<file path="config.mk">
export PLATFORM = sky130hd
export DESIGN_NAME = sfbfe_front_end
export DESIGN_NICKNAME = d
export VERILOG_FILES = /design/src/verilog/sfbfe_pkg.sv /design/src/verilog/sfbfe_pin_if.sv /design/src/verilog/sfbfe_pin_sampler.sv /design/src/verilog/sfbfe_front_end.sv
export SDC_FILE = /design/constraint.sdc
export NUM_CORES = 1
export LEC_CHECK = 0
export BUFFER_PORTS_ARGS = -buffer_cell sky130_fd_sc_hd__buf_2
export CAP_MARGIN = 20
export CORE_MARGIN = 4
export CORE_UTILIZATION = 51
export CTS_BUF_LIST = sky130_fd_sc_hd__clkbuf_8
export CTS_CLUSTER_SIZE = 28
export DETAILED_ROUTE_END_ITERATION = 8
export GPL_TIMING_DRIVEN = 0
export PLACE_DENSITY_LB_ADDON = 0.12
export SLEW_MARGIN = 40
export SYNTH_ARGS = -nofsm -noshare
export SYNTH_HDL_FRONTEND = slang
export SYNTH_HIERARCHICAL = 1
export SYNTH_SLANG_ARGS = --single-unit
</file>
<file path="constraint.sdc">
create_clock -name clk -period 6.1 [get_ports clk]
set_input_delay 0.305 -clock clk [delete_from_list [all_inputs] [get_ports clk]]
set_output_delay 0.305 -clock clk [all_outputs]
set_load 0.005 [all_outputs]
</file>
<file path="src/verilog/sfbfe_pkg.sv">
// Shared constants and types of the serial flash bus front end
package sfbfe_pkg;

    localparam int SFBFE_LANES = 4;
    localparam int LANE_ZERO = 0;
    localparam int LANE_ONE = 1;
    localparam int LANE_THREE = 3;

    // Bits gathered per byte and bits moved per edge
    localparam logic [3:0] BYTE_BITS = 4'h8;
    localparam logic [3:0] STEP_WIDE = 4'h4;
    localparam logic [3:0] STEP_NARROW = 4'h1;

    // Output enable patterns
    localparam logic [3:0] OE_NONE = 4'h0;
    localparam logic [3:0] OE_SINGLE = 4'h2;
    localparam logic [3:0] OE_WIDE = 4'hF;

    // Reset values of the pin synchronisers: {clock, select_n, reset_n, lanes}
    localparam logic [6:0] SAMPLE_IDLE = 7'h3F;
    localparam logic SCLK_IDLE = 1'h0;
    localparam logic SELECT_IDLE = 1'h1;

    typedef enum logic [3:0]
    {
        SFBFE_IDLE = 4'h1,
        SFBFE_CMD = 4'h2,
        SFBFE_RECV = 4'h4,
        SFBFE_SEND = 4'h8
    } sfbfe_state_t;

endpackage

</file>
<file path="src/verilog/sfbfe_pin_if.sv">
// Synchronised pin levels and edge pulses from the sampler to the front end
interface sfbfe_pin_if;
    logic sclkRise;
    logic sclkFall;
    logic selectN;
    logic selectFall;
    logic resetPinN;
    logic [3:0] lanes;

    modport sampler
    (
        output sclkRise,
        output sclkFall,
        output selectN,
        output selectFall,
        output resetPinN,
        output lanes
    );

    modport front
    (
        input sclkRise,
        input sclkFall,
        input selectN,
        input selectFall,
        input resetPinN,
        input lanes
    );
endinterface

</file>
<file path="src/verilog/sfbfe_pin_sampler.sv">
// Two-stage synchronisers and edge finders for the flash bus pins
module sfbfe_pin_sampler
    import sfbfe_pkg::*;
(
    input wire logic clk,
    input wire logic rst,
    input wire logic serialClk,
    input wire logic selectPinN,
    input wire logic resetPinN,
    input wire logic [3:0] laneIn,
    sfbfe_pin_if.sampler pins
);

    typedef struct packed {
        logic [6:0] stage1;
        logic [6:0] stage2;
        logic sclkPrev;
        logic selectPrev;
    } sfbfe_sample_t;

    sfbfe_sample_t cur;
    sfbfe_sample_t next_cur;

    ////////////////////////////////////////////////////////////////////////
    always_comb
    begin
        next_cur = cur;
        next_cur.stage1 = {serialClk, selectPinN, resetPinN, laneIn};
        next_cur.stage2 = cur.stage1;
        // Edge history reads the second stage only
        next_cur.sclkPrev = cur.stage2[6];
        next_cur.selectPrev = cur.stage2[5];
    end

    always_ff @(posedge clk or posedge rst)
    begin
        if (rst)
        begin
            cur <= '{SAMPLE_IDLE, SAMPLE_IDLE, SCLK_IDLE, SELECT_IDLE};
        end
        else
        begin
            cur <= next_cur;
        end
    end

    ////////////////////////////////////////////////////////////////////////
    assign pins.sclkRise = cur.stage2[6] & ~cur.sclkPrev;
    assign pins.sclkFall = ~cur.stage2[6] & cur.sclkPrev;
    assign pins.selectN = cur.stage2[5];
    assign pins.selectFall = cur.selectPrev & ~cur.stage2[5];
    assign pins.resetPinN = cur.stage2[4];
    assign pins.lanes = cur.stage2[3:0];

endmodule // sfbfe_pin_sampler

</file>
<file path="src/verilog/sfbfe_front_end.sv">
// Serial flash bus front end: select, standby, edge sampling and pin reset
module sfbfe_front_end
    import sfbfe_pkg::*;
(
    input wire logic clk,
    input wire logic rst,
    input wire logic serialClk,
    input wire logic selectPinN,
    input wire logic resetPinN,
    input wire logic [3:0] laneIn,
    output logic [3:0] laneOut,
    output logic [3:0] laneOe,
    input wire logic dedicatedResetPin,
    input wire logic resetDisableNonvol,
    input wire logic resetDisableVolatile,
    input wire logic fourLaneProtocol,
    input wire logic quadCommand,
    input wire logic doubleRate,
    input wire logic coreBusy,
    input wire logic coreTurnOut,
    input wire logic [7:0] coreTxByte,
    output logic rxCmdValid,
    output logic [7:0] rxCmd,
    output logic rxDataValid,
    output logic [7:0] rxData,
    output logic txTake,
    output logic standby,
    output logic active,
    output logic armed,
    output logic inReset
);

    typedef struct packed {
        sfbfe_state_t state;
        logic armed;
        logic [3:0] bitCount;
        logic [7:0] shift;
        logic [7:0] txShift;
        logic rxCmdValid;
        logic [7:0] rxCmd;
        logic rxDataValid;
        logic [7:0] rxData;
        logic txTake;
        logic [3:0] laneOut;
        logic [3:0] laneOe;
        logic standby;
        logic active;
        logic inReset;
    } sfbfe_front_t;

    sfbfe_front_t cur;
    sfbfe_front_t next_cur;

    sfbfe_pin_if pins();

    ////////////////////////////////////////////////////////////////////////
    // Pin sampling
    ////////////////////////////////////////////////////////////////////////
    sfbfe_pin_sampler u_sampler
    (
        .clk(clk),
        .rst(rst),
        .serialClk(serialClk),
        .selectPinN(selectPinN),
        .resetPinN(resetPinN),
        .laneIn(laneIn),
        .pins(pins)
    );

    ////////////////////////////////////////////////////////////////////////
    // Helpers
    ////////////////////////////////////////////////////////////////////////
    // Gathers one edge worth of bits, most significant bit first
    function automatic logic [7:0] sfbfe_gather
    (
        input logic [7:0] acc,
        input logic [3:0] lanes,
        input logic wide
    );
        if (wide)
        begin
            return {acc[3:0], lanes};
        end
        return {acc[6:0], lanes[LANE_ZERO]};
    endfunction

    function automatic logic [3:0] sfbfe_step(input logic wide);
        return wide ? STEP_WIDE : STEP_NARROW;
    endfunction

    ////////////////////////////////////////////////////////////////////////
    // Next state
    ////////////////////////////////////////////////////////////////////////
    logic wideData;
    logic inEdge;
    logic outEdge;
    logic resetEnabled;
    logic laneThreeIsData;
    logic dedicatedHit;
    logic sharedHit;
    logic hwReset;
    logic [3:0] cmdCount;
    logic [3:0] dataCount;

    always_comb
    begin
        wideData = fourLaneProtocol | quadCommand;
        // A byte always starts on a rising edge, so the falling half of
        // the last command clock is not taken as data in double rate
        inEdge = pins.sclkRise
            | (doubleRate & pins.sclkFall & (cur.bitCount != 4'h0));
        outEdge = pins.sclkFall | (doubleRate & pins.sclkRise);
        resetEnabled = ~(resetDisableNonvol | resetDisableVolatile);
        // Lane three is payload in four-lane protocol and in quad phases
        laneThreeIsData = fourLaneProtocol
            | (quadCommand
               & ((cur.state == SFBFE_RECV) | (cur.state == SFBFE_SEND)));
        dedicatedHit = dedicatedResetPin & ~pins.resetPinN;
        // The shared lane only counts while selected; the host keeps it
        // high through single commands, so a low here is a real reset
        sharedHit = ~dedicatedResetPin & ~pins.selectN
            & ~laneThreeIsData & ~pins.lanes[LANE_THREE];
        hwReset = resetEnabled & (dedicatedHit | sharedHit);
        cmdCount = cur.bitCount + sfbfe_step(fourLaneProtocol);
        dataCount = cur.bitCount + sfbfe_step(wideData);

        next_cur = cur;
        next_cur.rxCmdValid = 1'h0;
        next_cur.rxDataValid = 1'h0;
        next_cur.txTake = 1'h0;
        // A running program or erase finishes before standby
        next_cur.standby = pins.selectN & ~coreBusy;
        next_cur.active = ~pins.selectN;
        next_cur.inReset = hwReset;

        if (hwReset)
        begin
            // Core busy is not protected: aborting it may lose data
            next_cur.state = SFBFE_IDLE;
            next_cur.armed = 1'h0;
            next_cur.bitCount = '0;
            next_cur.laneOe = OE_NONE;
        end
        else if (pins.selectN)
        begin
            next_cur.state = SFBFE_IDLE;
            next_cur.bitCount = '0;
            next_cur.laneOe = OE_NONE;
        end
        else
        begin
            case (cur.state)
                SFBFE_IDLE:
                begin
                    // Select already low at pin reset release is not a start
                    if (pins.selectFall)
                    begin
                        next_cur.armed = 1'h1;
                        next_cur.state = SFBFE_CMD;
                        next_cur.bitCount = '0;
                        next_cur.shift = '0;
                    end
                end
                SFBFE_CMD:
                begin
                    if (pins.sclkRise)
                    begin
                        next_cur.shift = sfbfe_gather(cur.shift,
                            pins.lanes, fourLaneProtocol);
                        next_cur.bitCount = cmdCount;
                        if (cmdCount == BYTE_BITS)
                        begin
                            next_cur.rxCmd = sfbfe_gather(cur.shift,
                                pins.lanes, fourLaneProtocol);
                            next_cur.rxCmdValid = cur.armed;
                            next_cur.state = SFBFE_RECV;
                            next_cur.bitCount = '0;
                        end
                    end
                end
                SFBFE_RECV:
                begin
                    if (coreTurnOut)
                    begin
                        next_cur.txShift = coreTxByte;
                        next_cur.txTake = 1'h1;
                        next_cur.state = SFBFE_SEND;
                        next_cur.bitCount = '0;
                    end
                    else if (inEdge)
                    begin
                        // Bytes go to the core one byte at a time; this
                        // path carries program data, never a page erase
                        next_cur.shift = sfbfe_gather(cur.shift,
                            pins.lanes, wideData);
                        next_cur.bitCount = dataCount;
                        if (dataCount == BYTE_BITS)
                        begin
                            next_cur.rxData = sfbfe_gather(cur.shift,
                                pins.lanes, wideData);
                            next_cur.rxDataValid = 1'h1;
                            next_cur.bitCount = '0;
                        end
                    end
                end
                SFBFE_SEND:
                begin
                    if (outEdge)
                    begin
                        if (wideData)
                        begin
                            next_cur.laneOut = cur.txShift[7:4];
                            next_cur.laneOe = OE_WIDE;
                            next_cur.txShift = {cur.txShift[3:0], 4'h0};
                        end
                        else
                        begin
                            next_cur.laneOut = {2'h0, cur.txShift[7],
                                1'h0};
                            next_cur.laneOe = OE_SINGLE;
                            next_cur.txShift = {cur.txShift[6:0], 1'h0};
                        end
                        next_cur.bitCount = dataCount;
                        if (dataCount == BYTE_BITS)
                        begin
                            // Core must hold its next byte ready
                            next_cur.txShift = coreTxByte;
                            next_cur.txTake = 1'h1;
                            next_cur.bitCount = '0;
                        end
                    end
                end
                default:
                begin
                    next_cur.state = SFBFE_IDLE;
                end
            endcase
        end
    end

    ////////////////////////////////////////////////////////////////////////
    // State register
    ////////////////////////////////////////////////////////////////////////
    always_ff @(posedge clk or posedge rst)
    begin
        if (rst)
        begin
            cur <= '{state: SFBFE_IDLE, default: '0};
        end
        else
        begin
            cur <= next_cur;
        end
    end

    ////////////////////////////////////////////////////////////////////////
    // Outputs
    ////////////////////////////////////////////////////////////////////////
    assign laneOut = cur.laneOut;
    assign laneOe = cur.laneOe;
    assign rxCmdValid = cur.rxCmdValid;
    assign rxCmd = cur.rxCmd;
    assign rxDataValid = cur.rxDataValid;
    assign rxData = cur.rxData;
    assign txTake = cur.txTake;
    assign standby = cur.standby;
    assign active = cur.active;
    assign armed = cur.armed;
    assign inReset = cur.inReset;

endmodule // sfbfe_front_end

</file>
### Yosys cells after proc, flatten, opt, wreduce, memory -nomap -nowiden

Index checks and enable logic that the tools add are counted.

* add/sub/neg operators: 2
* equal/unequal tests: 20
* mux-type cells: 71
* bitwise logic cells: 31
* reduce and logical (&&, ||, !) cells: 17

Operators with widths (number)
* two-way mux 8 bit: 12
* two-way mux 9 bit: 9
* two-way mux 23 bit: 2
* two-way mux 4 bit: 11
* case mux 4 bit (4 select lines): 2
* two-way mux 1 bit: 26
* two-way mux 12 bit: 2
* case mux 7 bit (3 select lines): 1
* != test 4 x 3 -> 1 bit (second input constant): 5
* AND reduction 5 bit: 4
* two-way mux 17 bit: 1
* case mux 8 bit (2 select lines): 1
* != test 2 bit (second input constant): 7
* bitwise AND 1 bit: 13
* equality test 4 bit (second input constant): 3
* inverter 1 bit: 11
* nonzero test 3 bit: 3
* adder 4 x 3 -> 4 bit: 2
* two-way mux 7 bit: 1
* bitwise OR 1 bit: 7
* AND reduction 7 bit: 1
* two-way mux 3 bit: 2
* AND reduction 6 bit: 1
* nonzero test 2 bit: 3
* other kinds (11): 11

* bits in registers: 70
* input port bits: 25
* output and inout bits: 31
* logic and storage cells: 160

### Depth between registers and ports, before layout

Gate-level depths: netlist (run 1).

* word-level depth: 17
* gate-level depth with buffers: 10
* depth with buffers taken out: 8

### By module

Netlist (run 1), hierarchy kept.

Modules (own cells, without submodules)
* sfbfe_front_end: times used 1, cells each 296, area each 3128.0 um^2, sequential area each 1302.5 um^2
* sfbfe_pin_sampler: times used 1, cells each 24, area each 471.7 um^2, sequential area each 416.6 um^2

### Worst setup path before layout (run 1)

OpenSTA, ideal clock, no wires.

* kind: input-to-reg
* start: input port fourLaneProtocol
* end: register cur (netlist bit rxData[1])
* library setup time: 0.125 ns
* data arrival time: 2.685 ns
* required time: 5.975 ns
* path slack: 3.290 ns
* cell stages on the path: 8
* cell sequence: nor2_1 clkbuf_1 ha_1 a21oi_1 or3_1 a2111o_1 nor3_4 mux2_2

* word-level cells in the longest chain between the ends: 9
* elaborated cells between the ends (all ways): 20
* classes of those cells: add/sub: 1; eq/ne: 1; mux: 9; bitwise: 8; reduce/logical: 1

Ends and longest elaborated chain
* from (decl): line sfbfe_front_end.sv:16 `input wire logic fourLaneProtocol,`
* branches (longest 9 deep; another with adder 4 x 3 -> 4 bit)
* to (signal assigned): line sfbfe_front_end.sv:252 `cur <= next_cur;`
* to (decl): line sfbfe_front_end.sv:51 `sfbfe_front_t cur;`

Parallel ways; which one is timed is not known. The select of a mux whose other input is x is not followed.
A chain may end at the register's enable or synchronous reset.

### Worst setup path in the final report (run 1)

Same ends and word-level chain as after synthesis.

==> flow_results.org, run 1 <==
** Synthesis
- Proportion of register bits with asynchronous set or reset after synthesis :: 100%
- Synthesized area :: 3600 µm²
- Flops & latches, synth :: 68
- The share of the Yosys chip area taken by registers is 47.8%.
- Counting distinct cell types in the post-synthesis netlist gives 55.
- Summed over its instances, the top area cell type makes up 37.5% of the synthesized netlist area.
- Among all cell types in the netlist, the one instantiated most often is sky130_fd_sc_hd__dfrtp_1.
- By count the netlist is led by 54 x sky130_fd_sc_hd__dfrtp_1, 38 x sky130_fd_sc_hd__mux2_2, 28 x sky130_fd_sc_hd__buf_4, 16 x sky130_fd_sc_hd__o21ai_0, 15 x sky130_fd_sc_hd__a21oi_1.
- Synthesis produced a netlist whose cell count is 320.
- Post-synthesis average cell area :: 11.2 µm²
- Top flip-flop cell by instance count after synthesis :: sky130_fd_sc_hd__dfrtp_1
- When the netlist entered floorplanning its net count stood at 350.
- Summed over all instances, the cell type with the most area after synthesis is sky130_fd_sc_hd__dfrtp_1.
- The Yosys step of the flow raised 6 warnings.
- Cell types with the largest area share after synthesis :: sky130_fd_sc_hd__dfrtp_1 38%, sky130_fd_sc_hd__mux2_2 12%, sky130_fd_sc_hd__dfstp_2 10%, sky130_fd_sc_hd__buf_4 5.8%, sky130_fd_sc_hd__o21ai_0 2.2%
- Number of flops mapped to enable cells by yosys :: 0

** Floorplanning
- The total area inside the core boundary comes to 6830 µm².
- In this run the core area contains 30 standard-cell rows.
- 56 I/O pins were placed.
- Overall die height :: 92.0 µm
- The floorplan step set the die width to 92.0 µm.
- Starting density of the core :: 52.7%
- The floorplan step defined a die boundary enclosing 8470 µm².

** Clock network
- Sink Count :: 68
- Counting along the longest clock path gives a buffer depth of 2.
- In this run the post-CTS setup repair buffer count came out at 0.
- Register clock-pin slew on the reported worst setup and hold paths :: 0.08 ns
- Clock root buffer :: sky130_fd_sc_hd__clkbuf_8
- The clock tree synthesis step divided the H-tree into 3 levels.
- Counting the buffers created by CTS gives 9.
- TritonCTS clock tree :: built
- For the worst-skew pair, the clock arrives at the later sink with an insertion delay of 0.34 ns.

** Worst setup path
- Cells along the critical path :: buf_2, nor2_1, clkbuf_1, ha_1, ha_1, xnor2_1, xor2_1, a2111o_1, nor3_4, mux2_2
- Data arrives at the worst endpoint at 3.48 ns.
- STA classifies the critical path endpoint as a flop.
- By instance count, the cell type seen most on the critical path is sky130_fd_sc_hd__ha_1.
- In this design, the stage delay of the slowest critical-path cell is 0.53 ns.
- In this run the worst path has a maximum fanout of 10.
- Required arrival time at the worst endpoint :: 6.32 ns
- Critical path start-end classification :: input pin to flop
- Max stage delay cell, worst path :: sky130_fd_sc_hd__a2111o_1
- STA classifies the critical path startpoint as an input pin.

** GRT
- Grt total ovfl :: 0
- Pin count of the biggest net entering global routing :: 40
- The via count of the first global-routing pass was 2700.
- The number of antenna violations at the first check in global routing came to 0.
- First-pass GRT wire length :: 13400 µm
- Across every metal layer, demand over resource in global routing totals 20.1%.

** Drt
- The final layout contains routed wiring with a total length of 7880 µm.
- Detailed routing inserted a total of 2613 vias.
- TritonRoute pass-1 iters :: 4
- After detailed routing, the number of vias per cell comes to 5.34.
- Number of remaining DRC errors :: 0
- For this block, the initial DRC count from the detailed router was 188.
- Once detail routing completed, the nets flagged for antenna violations numbered 0.
- Dividing the detail-routed wire length by the instance count gives 16.1 µm.

** Layout
- After routing the design area is 4240 µm².
- In the final layout, the share of cells above drive strength 1 is 43.5%.
- 0 antenna diodes ended up in the layout.
- Final net count :: 418
- At the end of the flow the core is filled with cells to 62.1%.
- Counting the fill cells in the layout gives 587.
- Area grow syn2layout :: 17.8%

** Place
- Count of input and output buffers :: 55
- Summing all placed instances gives a cell area of 4020 µm².
- Summed over all nets, the half-perimeter wirelength after detailed placement is 5710 µm.
- Placer's final routability congestion estimate :: 0.897

** Timing
- Relative slew slack :: 55.5%
- Maximum clock rate :: 306 MHz
- Final setup vio count :: 0
- Hold timing on the final database bottoms out at a slack of 0.0631 ns.
- Total Neg Setup Slack :: 0 ns
- The hold violation count in the final report is 0.
- For the pin with the worst max-slew slack, the measured transition is 0.651 ns.
- Worst setup skew after layout :: 0.0169 ns
- Fin crit share :: 53.5%
- Setup repair after global routing missed its margin :: false
- The routed design could run at a clock period as short as 3.26 ns.
- Max Transition Viols Final :: 0

** Status
- The run finished with clean final reports.

** Power and ir drop
- Peak ir drop on the vdd network :: 0.000236 V
- Total power after layout :: 1.04 mW
- In this run the static leakage power is 2.06 nW.
- Power density cells :: 245 nW/µm²

** Job
- Reported max-cap violation count :: 0

** Min path
- The tightest min-delay check is of the input pin to flop type.
layout by cell type, fill, tap and decap left out, types with 4 or more instances in the layout:
cell type / synthesis / final
sky130_fd_sc_hd__mux2i_1: 5 / 5
sky130_fd_sc_hd__buf_4: 28 / 28
sky130_fd_sc_hd__ha_1: 5 / 5
sky130_fd_sc_hd__buf_2: 8 / 63
sky130_fd_sc_hd__xor2_1: 5 / 5
sky130_fd_sc_hd__nand2_1: 9 / 9
sky130_fd_sc_hd__o21a_1: 4 / 4
sky130_fd_sc_hd__clkbuf_8: 0 / 9
sky130_fd_sc_hd__inv_1: 8 / 7
sky130_fd_sc_hd__nor2b_1: 9 / 9
sky130_fd_sc_hd__mux2_2: 38 / 38
sky130_fd_sc_hd__nor2_1: 13 / 13
sky130_fd_sc_hd__o21ai_0: 16 / 16
sky130_fd_sc_hd__dfrtp_1: 54 / 54
sky130_fd_sc_hd__a22o_1: 7 / 7
sky130_fd_sc_hd__a21oi_1: 15 / 15
sky130_fd_sc_hd__nor3b_1: 6 / 6
sky130_fd_sc_hd__a311o_1: 4 / 4
sky130_fd_sc_hd__clkbuf_1: 7 / 7
sky130_fd_sc_hd__dfstp_2: 14 / 14
sky130_fd_sc_hd__o2bb2ai_1: 4 / 4
sky130_fd_sc_hd__a211oi_1: 5 / 5
per-stage QoR:
stage	worst slack, ns	cells
floorplan	3.29	320
global placement	2.61	471
detailed placement	2.52	472
CTS	2.85	489
global route	2.69	489
finish	2.84	489
worst paths after layout:
path / slack (ns) / to / cells after the start / from
max in group asynchronous: 5.13 / u_sampler/cur[14]$_DFF_PP1_ / 3 / rst
hold / removal: 0.06 / u_sampler/cur[12]$_DFF_PP1_ / 1 / laneIn[3]
setup / recovery: 2.84 / rxData[1]$_DFFE_PP0P_ / 10 / fourLaneProtocol
hold reg to reg: 0.35 / u_sampler/cur[8]$_DFF_PP0_ / 0 / u_sampler/cur[15]$_DFF_PP0_
min in group asynchronous: 0.44 / active$_DFF_PP0_ / 3 / rst
setup reg to reg: 3.32 / rxData[1]$_DFFE_PP0P_ / 7 / cur[46]$_DFFE_PP0P_
cells by family (layout without fill, tap and decap cells):
family / count (synthesis) / count (layout) / synth area share (%)
compound gates: 76 / 76 / 14.9
flops: 68 / 68 / 47.8
simple gates: 68 / 68 / 11.6
buf+inv: 51 / 124 / 8.52
mux: 44 / 44 / 13.6
xor+xnor: 8 / 8 / 1.95
fa+ha+maj: 5 / 5 / 1.74
area by class of cell:
class / count / area, µm² / area share (%)
clock buffers: 9 / 124 / 2.92
inverters: 8 / 32.5 / 0.767
multi-input cells: 201 / 1580 / 37.3
clock inverters: 7 / 83.8 / 1.98
repair buffers: 57 / 305 / 7.20
well taps: 96 / 120 / 2.83
plain buffers: 43 / 277 / 6.52
flip-flops and latches: 68 / 1720 / 40.5
sequential cells by signal, summed over array words and instances (netlist names):
register	count
cur	23
u_sampler/cur	10
rxCmd	8
rxData	8
laneOut	4
u_sampler/pins.lanes	4
laneOe	2
active	1
armed	1
inReset	1
rxCmdValid	1
rxDataValid	1
standby	1
txTake	1
u_sampler/pins.resetPinN	1
u_sampler/pins.selectN	1
layer usage:
metal  wire length, µm  GRT usage (%)  up-vias
met5                 0              0        -
met4                58           6.56        0
met3               334           3.28        5
met2              3730           30.9       69
met1              3760           29.0     1263
li1                  -              -     1276
power breakdown:
part | switching, mW | internal (mW) | total (mW) | leakage [nW]
clock network | 0.195 | 0.196 | 0.391 | 0.102
logic | 0.0950 | 0.0659 | 0.161 | 1.08
registers | 0.0136 | 0.473 | 0.486 | 0.880
total | 0.304 | 0.735 | 1.04 | 2.06
what timing repair did:
item | CTS | global route
gates resized for setup | 0 | 0
hold endpoints to repair | 13 | 0
hold buffers | 1 | 0
worst max-delay path: cells and delay by family:
family	cells	cell delay (ns)
xor gates and xnor gates	2	0.37
buffers and inverters	2	0.63
muxes	1	0.40
and+or+nand+nor	2	0.79
AOI/OAI and AO/OA	1	0.53
adders and majority gates	2	0.47
(Power assumes the default switching activity.)
==> run 2: changes to the inputs <==
==> constraint.sdc (replaced) <==
create_clock -name clk -period 2.9 [get_ports clk]
set_input_delay 0.145 -clock clk [delete_from_list [all_inputs] [get_ports clk]]
set_output_delay 0.145 -clock clk [all_outputs]
set_load 0.005 [all_outputs]
==> run 2 against run 1 <==
Power up 110%. Clock-buffer cell count unchanged. Final cell count up 1.8%. Sequential power up 110%. Global-route usage up 0.33 points. First-iteration DRC count down 14%. Largest cell class unchanged. Highest routed layer unchanged.
==> flow_results.org, run 2 (synthesis results as in run 1) <==
** Layout
- The most common library cell in the layout ignoring fill and taps is sky130_fd_sc_hd__buf_2 (unchanged).
- Final Instance Count excl. Fillers :: 498 (was 489)
- The number of inserted filler cells in the final layout came to 572 (was 587).
- Registers with the highest flip-flop counts: cur x23, u_sampler/cur x10 (unchanged).
- Fraction of layout cells with a size suffix above 1 :: 43.3% (was 43.5%)
- Design area :: 4350 µm² (was 4240 µm²)
- The most flop-heavy register was cur (unchanged).
- The final layout net count came to 427 (was 418).
- The number of flip-flops in the largest register came to 23 (unchanged).
- Commonest cells after routing, fill and taps aside: 63 x sky130_fd_sc_hd__buf_2, 54 x sky130_fd_sc_hd__dfrtp_1, 38 x sky130_fd_sc_hd__mux2_2, 28 x sky130_fd_sc_hd__buf_4, 16 x sky130_fd_sc_hd__o21ai_0 (unchanged).
- The area used by multi-input combinational logic came to 1580 µm² (about the same).
- The area growth from synthesis to layout is 20.7% (was 17.8%).
- Number of antenna diodes :: 0 (unchanged)
- Register area :: 1720 µm² (unchanged)

** Timing
- Final-layout worst hold slack :: 0.0345 ns (was 0.0631 ns)
- Dividing the final minimum period by the clock period gives 93.6%.
- Worst-margin pin slew :: 0.653 ns (was 0.651 ns)
- Crit path time final :: 2.71 ns
- Max Transition Viols Final :: 0 (unchanged)
- The worst-case clock skew came to 0.0158 ns (was 0.0169 ns).
- Final setup vio count :: 0 (unchanged)
- The worst-case setup margin in the final layout is 0.186 ns (was 2.84 ns).
- Maximum clock rate :: 368 MHz
- Setup repair after global routing missed its margin :: false (unchanged)
- The hold violation count in the final report is 0 (unchanged).
- The worst slew margin relative to its limit came to 55.3% (was 55.5%).

** Status
- Result of the run: finished clean (unchanged).

** Power and ir drop
- The power density relative to cell area is 505 nW/µm² (was 245 nW/µm²).
- Total power after layout :: 2.20 mW (was 1.04 mW)
- Static Leak :: 2.11 nW (was 2.06 nW)
- Peak ir drop on the vdd network :: 0.000500 V (was 0.000236 V)

** Worst setup path
- Launching element of the worst setup path :: fourLaneProtocol (unchanged)
- Required arrival time at the worst endpoint :: 3.12 ns (was 6.32 ns)
- Maximum fanout along the worst path :: 10 (unchanged)
- The startpoint class of the critical path was an input pin (unchanged).
- Critical path start-end classification :: input pin to flop (unchanged)
- The kind of capture point of the worst setup path is a flop (unchanged).
- The launch point of the worst reg-to-reg path was cur[46]$_DFFE_PP0P_ (unchanged).
- The arrival time at the worst endpoint was 2.93 ns (was 3.48 ns).

** Clock network
- The root buffer cell is sky130_fd_sc_hd__clkbuf_8 (unchanged).
- The clock edge transition at the registers on the reported setup and hold paths is 0.08 ns (about the same).
- TritonCTS clock tree :: built (unchanged)
- The insertion delay of the later-clocked pin in the worst-skew pair came to 0.34 ns (about the same).
- The number of H-tree branching levels was 3 (unchanged).
- The total clock buffers created by CTS came to 9 (unchanged).
- Sink Count :: 68 (unchanged)
- The buffer levels on the longest clock path was 2 (unchanged).

** Drt
- Via density per instance :: 5.37 (was 5.34)
- The routed wire length per instance is 16.3 µm (was 16.1 µm).
- Number of remaining DRC errors :: 0 (unchanged)
- The iteration-0 DRC count of the detailed router is 162 (was 188).
- The count of TritonRoute iterations in the first routing pass was 4 (unchanged).
- The count of antenna-violating nets left after detailed routing is 0 (unchanged).
- DRT Wirelength :: 8100 µm (was 7880 µm)
- Vias :: 2675 (was 2613)

** Place
- DPL Wire Length :: 5710 µm (unchanged)
- The placed standard-cell area came to 4020 µm² (unchanged).
- Pre-CTS setup slack :: -0.519 ns (was 2.52 ns)
- The final weighted congestion in routability-driven placement is 0.897 (unchanged).
- The post-placement cell count came to 472 (unchanged).
- Count of input and output buffers :: 55 (unchanged)

** Min path
- Worst hold-check path type :: input pin to flop (unchanged)
- Hold Crit Start :: coreTxByte[0] (was laneIn[3])

** GRT
- The residual overflow from global routing was 0 (unchanged).
- The pin count of the biggest net entering global routing is 40 (unchanged).
- First-pass GRT wire length :: 13600 µm (was 13400 µm)
- Overall routing resource usage :: 20.4% (was 20.1%)
- The number of antenna violations at the first check in global routing came to 0 (unchanged).
- Via count of the first global-routing pass :: 2771 (was 2700)

** Floorplanning
- Core Area :: 6830 µm² (unchanged)
- The number of rows created at floorplan is 30 (unchanged).
- Starting density of the core :: 52.7% (unchanged)
- The overall die width was 92.0 µm (unchanged).
- Top-level port count :: 56 (unchanged)
- The height of the die came to 92.0 µm (unchanged).
- Area of the die :: 8470 µm² (unchanged)

** Job
- The number of violations of the max-capacitance limit is 0 (unchanged).
run 2: changes by cell type in the layout (fill, tap and decap cells not counted):
cell / previous run / this run
sky130_fd_sc_hd__dlygate4sd3_1: 1 / 9
sky130_fd_sc_hd__buf_12: 1 / 2
sky130_fd_sc_hd__clkbuf_1: 7 / 6
sky130_fd_sc_hd__clkbuf_2: 0 / 1
sky130_fd_sc_hd__nor2_1: 13 / 12
sky130_fd_sc_hd__nor2_2: 0 / 1
run 2: cell type report:
cell class,instances,area share [%]
sequential,68,39.6
multi-input combinational,201,36.4
timing repair buffer,66,9.33
buffer,43,6.39
clock buffer,9,2.85
tap,96,2.76
clock inverter,7,1.93
inverter,8,0.749
run 2: final timing paths:
| path | endpoint | slack (ns) | depth (start not counted) |
|---|---|---|---|
| max | rxData[1]$_DFFE_PP0P_ | 0.19 | 11 |
| min | cur[30]$_DFFE_PP0P_ | 0.03 | 2 |
| max reg2reg | rxData[1]$_DFFE_PP0P_ | 0.20 | 8 |
| min reg2reg | u_sampler/cur[8]$_DFF_PP0_ | 0.35 | 0 |
| max in group asynchronous | u_sampler/cur[14]$_DFF_PP1_ | 2.08 | 3 |
| min in group asynchronous | active$_DFF_PP0_ | 0.29 | 3 |
run 2: routing by layer:
layer	vias up	GRT usage, %	wire, µm
li1	1293	-	-
met1	1299	29.1	3830
met2	74	31.9	3820
met3	9	3.36	361
met4	0	6.56	89
met5	-	0	0
run 2: critical path: stages:
cell and delay (ns):
sky130_fd_sc_hd__buf_2 0.16, sky130_fd_sc_hd__nor2_2 0.28, sky130_fd_sc_hd__clkbuf_2 0.31, sky130_fd_sc_hd__ha_1 0.24, sky130_fd_sc_hd__ha_1 0.18, sky130_fd_sc_hd__xnor2_1 0.19, sky130_fd_sc_hd__xor2_1 0.17, sky130_fd_sc_hd__a2111o_1 0.53
sky130_fd_sc_hd__nor3_4 0.23, sky130_fd_sc_hd__buf_12 0.15, sky130_fd_sc_hd__mux2_2 0.33
run 2: where the power goes:
part           switching [mW]  internal (mW)  leakage, nW  total, mW
registers              0.0292          0.994        0.880       1.02
clock network           0.412          0.412        0.102      0.825
logic                   0.203          0.146         1.13      0.349
run 2: metrics by stage:
| step | utilization, % | setup TNS (ns) |
|---|---|---|
| after detailed placement | 58.9 | -7.22 |
| after global routing | 63.6 | 0 |
| final | 63.6 | 0 |
| after floorplan | - | 0 |
| after CTS | 63.6 | 0 |
| after global placement | 58.5 | -5.37 |
run 2: repair_timing:
action,in CTS,in global routing
gates resized for setup,1,1
pin swaps,1,0
hold endpoints to repair,24,0
cloned,0,0
hold buffers,9,0
endpoints found under the setup margin,10,10
setup buffers,1,0
